File: config.mk
export PLATFORM = sky130hd
export DESIGN_NAME = rsc_ctrl
export DESIGN_NICKNAME = d
export VERILOG_FILES = /design/src/rtl/rsc_ctrl.v
export VERILOG_INCLUDE_DIRS = /design/src /design/src/rtl
export SDC_FILE = /design/constraint.sdc
export NUM_CORES = 1
export LEC_CHECK = 0
export BUFFER_PORTS_ARGS = -buffer_cell sky130_fd_sc_hd__buf_4
export CELL_PAD_IN_SITES_DETAIL_PLACEMENT = 0
export CELL_PAD_IN_SITES_GLOBAL_PLACEMENT = 1
export CORE_AREA = 2 2 93 95
export CTS_CLUSTER_DIAMETER = 120
export DETAILED_ROUTE_END_ITERATION = 6
export DIE_AREA = 0 0 95 97
export GPL_ROUTABILITY_DRIVEN = 0
export PLACE_DENSITY = 0.9
export SKIP_LAST_GASP = 1
export SLEW_MARGIN = 20
export SYNTH_ARGS = -nofsm -noshare
export SYNTH_HDL_FRONTEND = slang
export SYNTH_SLANG_ARGS = --single-unit
File: constraint.sdc
create_clock -name clk -period 4.4 [get_ports clk]
set_clock_uncertainty 0.15 [all_clocks]
set_input_delay 0.44 -clock clk [delete_from_list [all_inputs] [get_ports clk]]
set_output_delay 0.44 -clock clk [all_outputs]
set_load 0.02 [all_outputs]
File: src/rtl/rsc_map.vh
/*
 Constants for the reset and stop-recovery controller: register offsets,
 status bit positions, unlock codes and timing counts.
 Assumes a single 200 MHz clk; the internal oscillator arrives as a pin level.
*/
// How it works
// After supply is stable count 50 oscillator cycles, then enable system clock.
// Then count 16 system clocks; whole chip held in reset until done.
// Leaving power-on reset, processor fetches reset vector; power-on flag reads 1.
// Brownout forces and holds reset, then full sequence, setting power-on flag.
// Brownout active in stop mode only when brownout_stop_keep is set.
// Watchdog timeout resets in normal/halt if reset select is 1; sets watchdog flag.
// External reset low at least 4 system clocks passes the filter.
// Reset held while pin low; exit 16 clocks after release if beyond timeout.
// Pin released early is driven low by device until timeout ends.
// In stop mode the external reset filter is bypassed.
// External pin reset sets external_reset_flag.
// Internal reset sources pull the pin low open-drain until delay elapses.
// Debugger request resets all but debugger, self-clears, sets power-on flag.
// Fault detect forces system reset and sets fault_reset_flag.
// Stop recovery holds chip in reset 66 oscillator cycles.
// Stop recovery changes only cause register and oscillator control.
// After stop recovery, vector fetched from 0002h/0003h; stop flag reads 1.
// Watchdog timeout in stop mode recovers, setting watchdog and stop flags.
// Any edge on an enabled recovery pin starts stop recovery, sets stop flag.
// Fault-input selection disables pin reset; software write overrides option bit.
// Unlock by writing 14h then 92h before writing pin_function_select.
// Every system reset lasts at least 66 oscillator cycles, pin held low.
// Power-on or brownout takes priority over every other reset source.
// Cause flags at bits 7..3, select at bit 0, updated every reset.
// Select 0 means reset input, 1 means pwm_fault_input_zero.
// Out-of-order write leaves select unchanged and relocks.
`ifndef RSC_MAP_VH
`define RSC_MAP_VH
`define RSC_ADDR_CAUSE 4'h0
`define RSC_ADDR_DBG 4'h1
`define RSC_BIT_POR 7
`define RSC_BIT_STOP 6
`define RSC_BIT_WDT 5
`define RSC_BIT_EXT 4
`define RSC_BIT_FLT 3
`define RSC_BIT_SEL 0
`define RSC_BIT_DBGRST 0
`define RSC_UNLOCK1 8'h14
`define RSC_UNLOCK2 8'h92
`define RSC_OSC_PRE 7'd50
`define RSC_OSC_RESET 7'd66
`define RSC_SYS_POST 5'd16
`define RSC_FILT_LEN 3'd4
`define RSC_VEC_ADDR 16'h0002
`endif

File: src/rtl/rsc_ctrl.v
/*
 Reset and stop-recovery controller: sequences system resets and stop
 recovery, records the cause, drives the shared reset pin open-drain and
 guards the pin function select with a two-write unlock.
 Assumes analog detectors, watchdog and oscillator come in as levels or
 pulses; pin-level inputs are synchronised here.
*/
// The implementer's own choices: the register offsets and the strobed register port.
`include "rsc_map.vh"
`timescale 1ns/1ps
`default_nettype none
module rsc_ctrl (
  input wire clk,
  input wire rst,
  input wire por_hold,
  input wire brownout_detect,
  input wire brownout_stop_keep,
  input wire watchdog_timeout,
  input wire watchdog_reset_select,
  input wire fault_detect,
  input wire stop_mode,
  input wire osc_tick_pin,
  input wire reset_pin_in,
  input wire [7:0] recovery_pins,
  input wire [7:0] recovery_enable,
  input wire option_fault_select_n,
  input wire [3:0] addr,
  input wire [7:0] wdata,
  input wire wr,
  input wire rd,
  output reg [7:0] rdata,
  output wire reset_pin_out,
  output wire reset_pin_oe,
  output wire pwm_fault_input_zero,
  output reg chip_reset,
  output reg debugger_reset_n,
  output reg sys_clk_enable,
  output reg osc_ctrl_reset,
  output reg [15:0] vector_addr,
  output reg vector_fetch,
  output reg watchdog_exception
);
  localparam ST_RUN = 5'b00001;
  localparam ST_OSC = 5'b00010;
  localparam ST_SYS = 5'b00100;
  localparam ST_PIN = 5'b01000;
  localparam ST_SMR = 5'b10000;
  reg [4:0] state_reg;
  reg [6:0] osc_cnt_reg;
  reg [4:0] sys_cnt_reg;
  reg [2:0] filt_cnt_reg;
  reg [4:0] cause_reg;
  reg [4:0] pend_reg;
  reg sel_reg;
  reg [1:0] lock_reg;
  reg dbg_req_reg;
  reg drive_low_reg;
  reg wdt_exc_pend_reg;
  reg full_reset_reg;
  reg init_done_reg;
  // Two-stage synchronisers for every pin-level input
  reg [1:0] osc_s;
  reg [1:0] pin_s;
  reg [7:0] gp_s1;
  reg [7:0] gp_s2;
  reg [7:0] gp_last;
  reg osc_last;
  wire osc_edge;
  wire pin_low;
  wire ext_filtered;
  wire ext_event;
  wire bo_active;
  wire power_event;
  wire wdt_reset;
  wire [7:0] gp_edge;
  wire smr_event;
  wire internal_src;
  wire run_next;
  always @(posedge clk) begin
    if (rst) begin
      osc_s <= 2'b00;
      pin_s <= 2'b11;
      gp_s1 <= 8'h00;
      gp_s2 <= 8'h00;
      gp_last <= 8'h00;
      osc_last <= 1'b0;
    end else begin
      osc_s <= {osc_s[0], osc_tick_pin};
      pin_s <= {pin_s[0], reset_pin_in};
      gp_s1 <= recovery_pins;
      gp_s2 <= gp_s1;
      gp_last <= gp_s2;
      osc_last <= osc_s[1];
    end
  end
  assign osc_edge = osc_s[1] & ~osc_last;
  // The pin only acts as reset input when selected so; own drive is not a request
  assign pin_low = ~pin_s[1] & ~sel_reg & ~drive_low_reg;
  assign ext_filtered = pin_low & (filt_cnt_reg == `RSC_FILT_LEN - 3'd1);
  assign ext_event = stop_mode ? pin_low : ext_filtered;
  assign bo_active = brownout_detect & (~stop_mode | brownout_stop_keep);
  assign power_event = por_hold | bo_active;
  assign wdt_reset = watchdog_timeout & watchdog_reset_select & ~stop_mode;
  // Recovery pins are sampled at 200 MHz, so pulses under one period may be lost
  assign gp_edge = (gp_s2 ^ gp_last) & recovery_enable;
  assign smr_event = stop_mode & (|gp_edge | watchdog_timeout);
  assign internal_src = wdt_reset | dbg_req_reg | fault_detect;
  // Core hold follows the next state so the pin indicator never leads it
  assign run_next = ~power_event & (
    ((state_reg == ST_RUN) & ~(ext_event | internal_src | smr_event)) |
    ((state_reg == ST_SYS) & (sys_cnt_reg == `RSC_SYS_POST - 5'd1)) |
    ((state_reg == ST_SMR) & osc_edge & (osc_cnt_reg == `RSC_OSC_RESET - 7'd1)));
  always @(posedge clk) begin
    if (rst | ~pin_low) begin
      filt_cnt_reg <= 3'd0;
    end else if (filt_cnt_reg != `RSC_FILT_LEN - 3'd1) begin
      filt_cnt_reg <= filt_cnt_reg + 3'd1;
    end
  end
  always @(posedge clk) begin
    if (rst) begin
      state_reg <= ST_OSC;
      osc_cnt_reg <= 7'd0;
      sys_cnt_reg <= 5'd0;
      pend_reg <= 5'b10000;
      cause_reg <= 5'd0;
      drive_low_reg <= 1'b1;
      full_reset_reg <= 1'b1;
      dbg_req_reg <= 1'b0;
      lock_reg <= 2'd0;
      wdt_exc_pend_reg <= 1'b0;
      vector_fetch <= 1'b0;
      vector_addr <= 16'h0000;
      watchdog_exception <= 1'b0;
      osc_ctrl_reset <= 1'b0;
    end else begin
      vector_fetch <= 1'b0;
      watchdog_exception <= 1'b0;
      osc_ctrl_reset <= 1'b0;
      if (wr && addr == `RSC_ADDR_CAUSE) begin
        case (lock_reg)
          2'd0: lock_reg <= (wdata == `RSC_UNLOCK1) ? 2'd1 : 2'd0;
          2'd1: lock_reg <= (wdata == `RSC_UNLOCK2) ? 2'd2 : 2'd0;
          default: lock_reg <= 2'd0;
        endcase
      end
      if (power_event) begin
        // Power events restart the full sequence from any state
        state_reg <= ST_OSC;
        osc_cnt_reg <= 7'd0;
        pend_reg <= 5'b10000;
        full_reset_reg <= 1'b1;
        drive_low_reg <= 1'b1;
      end else begin
        case (state_reg)
          ST_RUN: begin
            if (ext_event | internal_src) begin
              state_reg <= ST_OSC;
              osc_cnt_reg <= 7'd0;
              full_reset_reg <= 1'b0;
              // Pull the pin at once, so a short external pulse still stretches
              drive_low_reg <= 1'b1;
              pend_reg <= {dbg_req_reg, 1'b0, wdt_reset, ext_event, fault_detect};
            end else if (smr_event) begin
              state_reg <= ST_SMR;
              osc_cnt_reg <= 7'd0;
              pend_reg <= {1'b0, 1'b1, watchdog_timeout, 1'b0, 1'b0};
              wdt_exc_pend_reg <= watchdog_timeout & ~watchdog_reset_select;
            end
          end
          ST_OSC: begin
            dbg_req_reg <= 1'b0;
            if (ext_event) begin
              pend_reg[`RSC_BIT_EXT - 3] <= 1'b1;
            end
            if (osc_edge) begin
              osc_cnt_reg <= osc_cnt_reg + 7'd1;
            end
            if (osc_edge && osc_cnt_reg == `RSC_OSC_RESET - 7'd1) begin
              state_reg <= ST_PIN;
              drive_low_reg <= 1'b0;
              sys_cnt_reg <= 5'd0;
            end else if (osc_edge && osc_cnt_reg == `RSC_OSC_PRE - 7'd1) begin
              drive_low_reg <= drive_low_reg | ~pin_low;
            end
          end
          ST_PIN: begin
            // Pin still held low past the timeout: wait for release, then count
            if (~pin_s[1] & ~sel_reg) begin
              sys_cnt_reg <= 5'd0;
            end else begin
              state_reg <= ST_SYS;
            end
          end
          ST_SYS: begin
            sys_cnt_reg <= sys_cnt_reg + 5'd1;
            if (sys_cnt_reg == `RSC_SYS_POST - 5'd1) begin
              state_reg <= ST_RUN;
              cause_reg <= pend_reg;
              vector_fetch <= 1'b1;
              vector_addr <= `RSC_VEC_ADDR;
              full_reset_reg <= 1'b0;
            end
          end
          ST_SMR: begin
            if (osc_edge) begin
              osc_cnt_reg <= osc_cnt_reg + 7'd1;
            end
            if (osc_edge && osc_cnt_reg == `RSC_OSC_RESET - 7'd1) begin
              state_reg <= ST_RUN;
              cause_reg <= pend_reg;
              osc_ctrl_reset <= 1'b1;
              vector_fetch <= 1'b1;
              vector_addr <= `RSC_VEC_ADDR;
              watchdog_exception <= wdt_exc_pend_reg;
              wdt_exc_pend_reg <= 1'b0;
            end
          end
          default: state_reg <= ST_OSC;
        endcase
      end
      // A new request in the clearing cycle wins over the self-clear
      if (wr && addr == `RSC_ADDR_DBG && wdata[`RSC_BIT_DBGRST]) begin
        dbg_req_reg <= 1'b1;
      end
    end
  end
  // Select loads from the option bit only on a full reset, else by unlocked write
  always @(posedge clk) begin
    if (rst) begin
      sel_reg <= 1'b0;
      init_done_reg <= 1'b0;
    end else if (full_reset_reg & ~init_done_reg) begin
      sel_reg <= ~option_fault_select_n;
      init_done_reg <= 1'b1;
    end else if (wr && addr == `RSC_ADDR_CAUSE && lock_reg == 2'd2) begin
      sel_reg <= wdata[`RSC_BIT_SEL];
    end
    if (~rst & ~full_reset_reg) begin
      init_done_reg <= 1'b0;
    end
  end
  always @(posedge clk) begin
    if (rst) begin
      chip_reset <= 1'b1;
      debugger_reset_n <= 1'b0;
      sys_clk_enable <= 1'b0;
    end else begin
      // Stop recovery keeps peripheral state: only the processor core is held
      chip_reset <= ~run_next;
      debugger_reset_n <= ~full_reset_reg;
      sys_clk_enable <= ~((state_reg == ST_OSC) & (osc_cnt_reg < `RSC_OSC_PRE));
    end
  end
  assign reset_pin_out = 1'b0;
  assign reset_pin_oe = drive_low_reg & ~sel_reg;
  assign pwm_fault_input_zero = ~pin_s[1] & sel_reg;
  always @(posedge clk) begin
    if (rst) begin
      rdata <= 8'h00;
    end else if (rd) begin
      case (addr)
        `RSC_ADDR_CAUSE: rdata <= {cause_reg, 2'b00, sel_reg};
        `RSC_ADDR_DBG: rdata <= {7'd0, dbg_req_reg};
        default: rdata <= 8'h00;
      endcase
    end else begin
      rdata <= 8'h00;
    end
  end
endmodule
`default_nettype wire

==> summary.md <==
| Metric | Value |
|---|---|
| Status | complete, no violations |
| Total of max-cap violations | 0 |
| Via/cell ratio | 4.97 |
| Worst setup EP type | register |
| Worst Setup Start Kind | register |
| Final setup margin | 2260 ps |
| End point of the critical path | wdt_exc_pend_reg |
| CTS root buf | clkbuf_8 |
| Number of global-route vias before repair | 2,486 |
| Proportion of netlist area held by the largest area contributor | 0.455 |
| WP buf/inv | 0 |
| Critical R2R Capture | wdt_exc_pend_reg |
| Total stage count of the critical path | 6 |
| 1st-pass router iterations | 4 |
| Slowest cell on the critical path | or4_4 |
| Wire length after detailed routing | 6630 um |
| Minimum hold slack | 112 ps |
| Period minus WS final | 2140 ps |
| Final Net Count | 473 |
| Post-Place Setup Slack | 2130 ps |
| Required time reported for the critical path endpoint | 4480 ps |
| Most common cell after layout, fill and taps aside | dfxtp_1 |
| Number of warnings printed during yosys synthesis | 0 |
| Power density over the cells | 345 nW/um2 |
| Boundary Pins | 75 |
| Share of layout cells above drive strength 1 | 0.224 |
| Fraction of the mapped netlist area in adder cells | 0.0213 |
| Peak per-stage delay on the critical path | 470 ps |
| Setup repair after global routing missed its margin | false |
| Data arrival, critical path | 2220 ps |
| Maximum number of pins on one net before global-route repair | 53 |
| Clock slew at reported path FFs | 80 ps |
| Post-Synth Simple-Gate Area | 0.243 |
| Crit-path cells | nand2b_2 -> or4_4 -> nor2_4 -> nand2_1 -> a21oi_1 -> o32ai_1 |
| Leading post-synthesis cells by cell area | dfxtp_1, nor2b_1, buf_4, nor2_1, a21oi_1 |
| Number of fill cells in the layout | 754 |
| Number of max-slew violations in the final report | 0 |
| Core Region | 8130 um2 |
| Number of unique standard cell types used by synthesis | 60 |
| Clock latency on the worst-skew pair | 360 ps |
| Row count | 33 |
| Most area-hungry cell type in the Yosys netlist | dfxtp_1 |
| Antenna-violating nets left | 0 |
| GRT Resource Usage Total | 0.154 |
| Area growth from synthesis to layout | 17.8% |
| Finished layout cell area | 4150 um2 |
| Share of synthesized registers carrying an async set or reset | 0 |
| Number of hold-repair buffers added at the cts stage | 0 |
| Count of unresolved DRC violations after routing | 0 |
| Normalized max-slew margin | 0.558 |
| Largest family of logic cells by synthesized area | simple AND/OR/NAND/NOR gates |
| Transition time at the pin with the least slew margin | 661 ps |
| Maximum level of the CTS H-tree | 3 |
| Total cell area at the placement stage | 3930 um2 |
| Initial antenna violation count | 0 |
| Number of buffers inserted to repair setup after CTS | 0 |
| Post-synth EDFFs | 0 |
| Commonest non-fill, non-tap cells in the layout | dfxtp_1, buf_4, nor2_1 |
| XOR/XNOR share of the synthesized area | 0.0398 |
| Detailed Route Iter0 Violations | 131 |
| I/O Buffers | 56 |
| Launching instance or port of the critical path | state_reg[1] |
| Share of synthesized area spent on multiplexers | 0.0288 |
| Compound-gate portion of the synthesized area | 0.142 |
| Area of the mapped netlist | 3520 um2 |
| Proportion of synthesized chip area in sequential cells | 0.455 |
| Portion of the clock cycle consumed by the worst path in the final layout | 0.486 |
| DR vias | 2,654 |
| Overall die area | 9220 um2 |
| Launch point of the worst reg-to-reg path | state_reg[1] |
| Critical Path Fanout Max | 11 |
| Fmax | 0.468 GHz |
| Placed cells | 519 |
| Worst ir drop on vdd | 0.000204 V |
| Number of non-filler instances in the completed layout | 534 |
| Predominant post-synthesis flop cell | dfxtp_1 |
| First-pass GRT wire length | 11,200 um |
| Type of the tightest min-delay check | input pin to register |
| Num Clock Sinks | 80 |
| Number of cells on the worst reg-to-reg path | 6 |
| Type of the setup path with the least slack | register to register |
| Number of endpoints failing setup at the final stage | 0 |
| Minimum setup slack among reg-to-reg paths | 2260 ps |
| HPWL reported at the end of detailed placement | 4900 um |
| Largest registers in the final layout | gp_last x8, gp_s1 x8, gp_s2 x8 |
| Initial standard-cell utilization of the core | 0.433 |
| Die X-Extent | 95 um |
| Max Root-Sink Buffers | 2 |
| Routed WL per cell | 12.4 um |
| Number of gates resized after cts | 0 |
| N_diodes | 0 |
| Synthesized netlist cell count | 372 |
| Number of clock buffers inserted by TritonCTS | 9 |
| Final-report hold violation count | 0 |
| Aggregate global routing overflow | 0 |
| Cell family with the largest share of critical-path delay | simple AND/OR/NAND/NOR gates |
| Setup tns final | 0 ps |
| Clock tree from TritonCTS | built |
| Vertical extent of the die | 97 um |
| Number of storage elements in the synthesis netlist | 80 |
| Mean post-synth cell area | 9.47 um2 |
| Reported leakage power | 1.73 nW |
[Yosys cell counts (all sizes together) (2+ instances only)]
library cell / number
and3: 5
nor3: 10
nand2: 13
a21o: 3
nand4: 4
a22oi: 2
nor2b: 36
nand2b: 4
nor4: 6
xor2: 9
o31ai: 2
inv: 10
nor2: 41
or3: 2
or2: 2
o21ai: 14
and2: 8
xnor2: 7
a21oi: 27
buf: 23
ha: 6
clkbuf: 8
nand4b: 3
dfxtp: 80
nor3b: 3
nand3b: 5
nand3: 7
a211oi: 6
mux2i: 9
[final cells by class]
class	instances	area [um2]	area share
clock buffer	9	124	0.0299
clock inverter	6	93.8	0.0226
inverter	10	37.5	0.00905
multi-input combinational	268	1740	0.419
sequential	80	1600	0.386
tap	105	131	0.0317
timing repair buffer	56	420	0.101
[cells by family after synthesis]
kind of cell | Yosys count
other cells | 1
flops | 80
mux | 10
compound gates | 66
xor+xnor | 16
fa+ha+maj | 6
buf+inv | 41
simple gates | 152
[metal layers]
metal	wire (um)	vias up	part of all wire	global-route usage
li1	-	1348	-	-
met1	2970	1230	0.45	0.190
met2	3120	64	0.47	0.252
met3	394	12	0.059	0.0467
met4	132	0	0.020	0.0569
met5	0	-	0	0
[power breakdown]
group          total (mW)  switching (mW)  internal [mW]
combinational      0.0979          0.0537         0.0441
sequential          0.741         0.00572          0.736
clock               0.591           0.271          0.320
total                1.43           0.330           1.10
[stage by stage]
stage / power [mW] / util
after floorplan: 0.827 / -
after global placement: 0.855 / 0.483
after detailed placement: 0.857 / 0.483
after CTS: 1.44 / 0.510
after global routing: 1.48 / 0.510
final: 1.43 / 0.510
[worst reg2reg max path, stage by stage, from the launching register on]
cell      delay, ps
dfxtp_1         430
nand2b_2        260
or4_4           470
nor2_4          310
nand2_1         140
a21oi_1         170
o32ai_1          90
[worst min-delay path by stage]
stage                             from  cells after the start  slack (ps)       end
after floorplan               pin_s[0]                      1         240  pin_s[1]
after global placement        pin_s[0]                      1         260  pin_s[1]
after detailed placement      pin_s[0]                      1         250  pin_s[1]
after CTS                 reset_pin_in                      2         100  pin_s[0]
after global routing      reset_pin_in                      2         110  pin_s[0]
final                     reset_pin_in                      2         110  pin_s[0]
(Power assumes the default switching activity.)
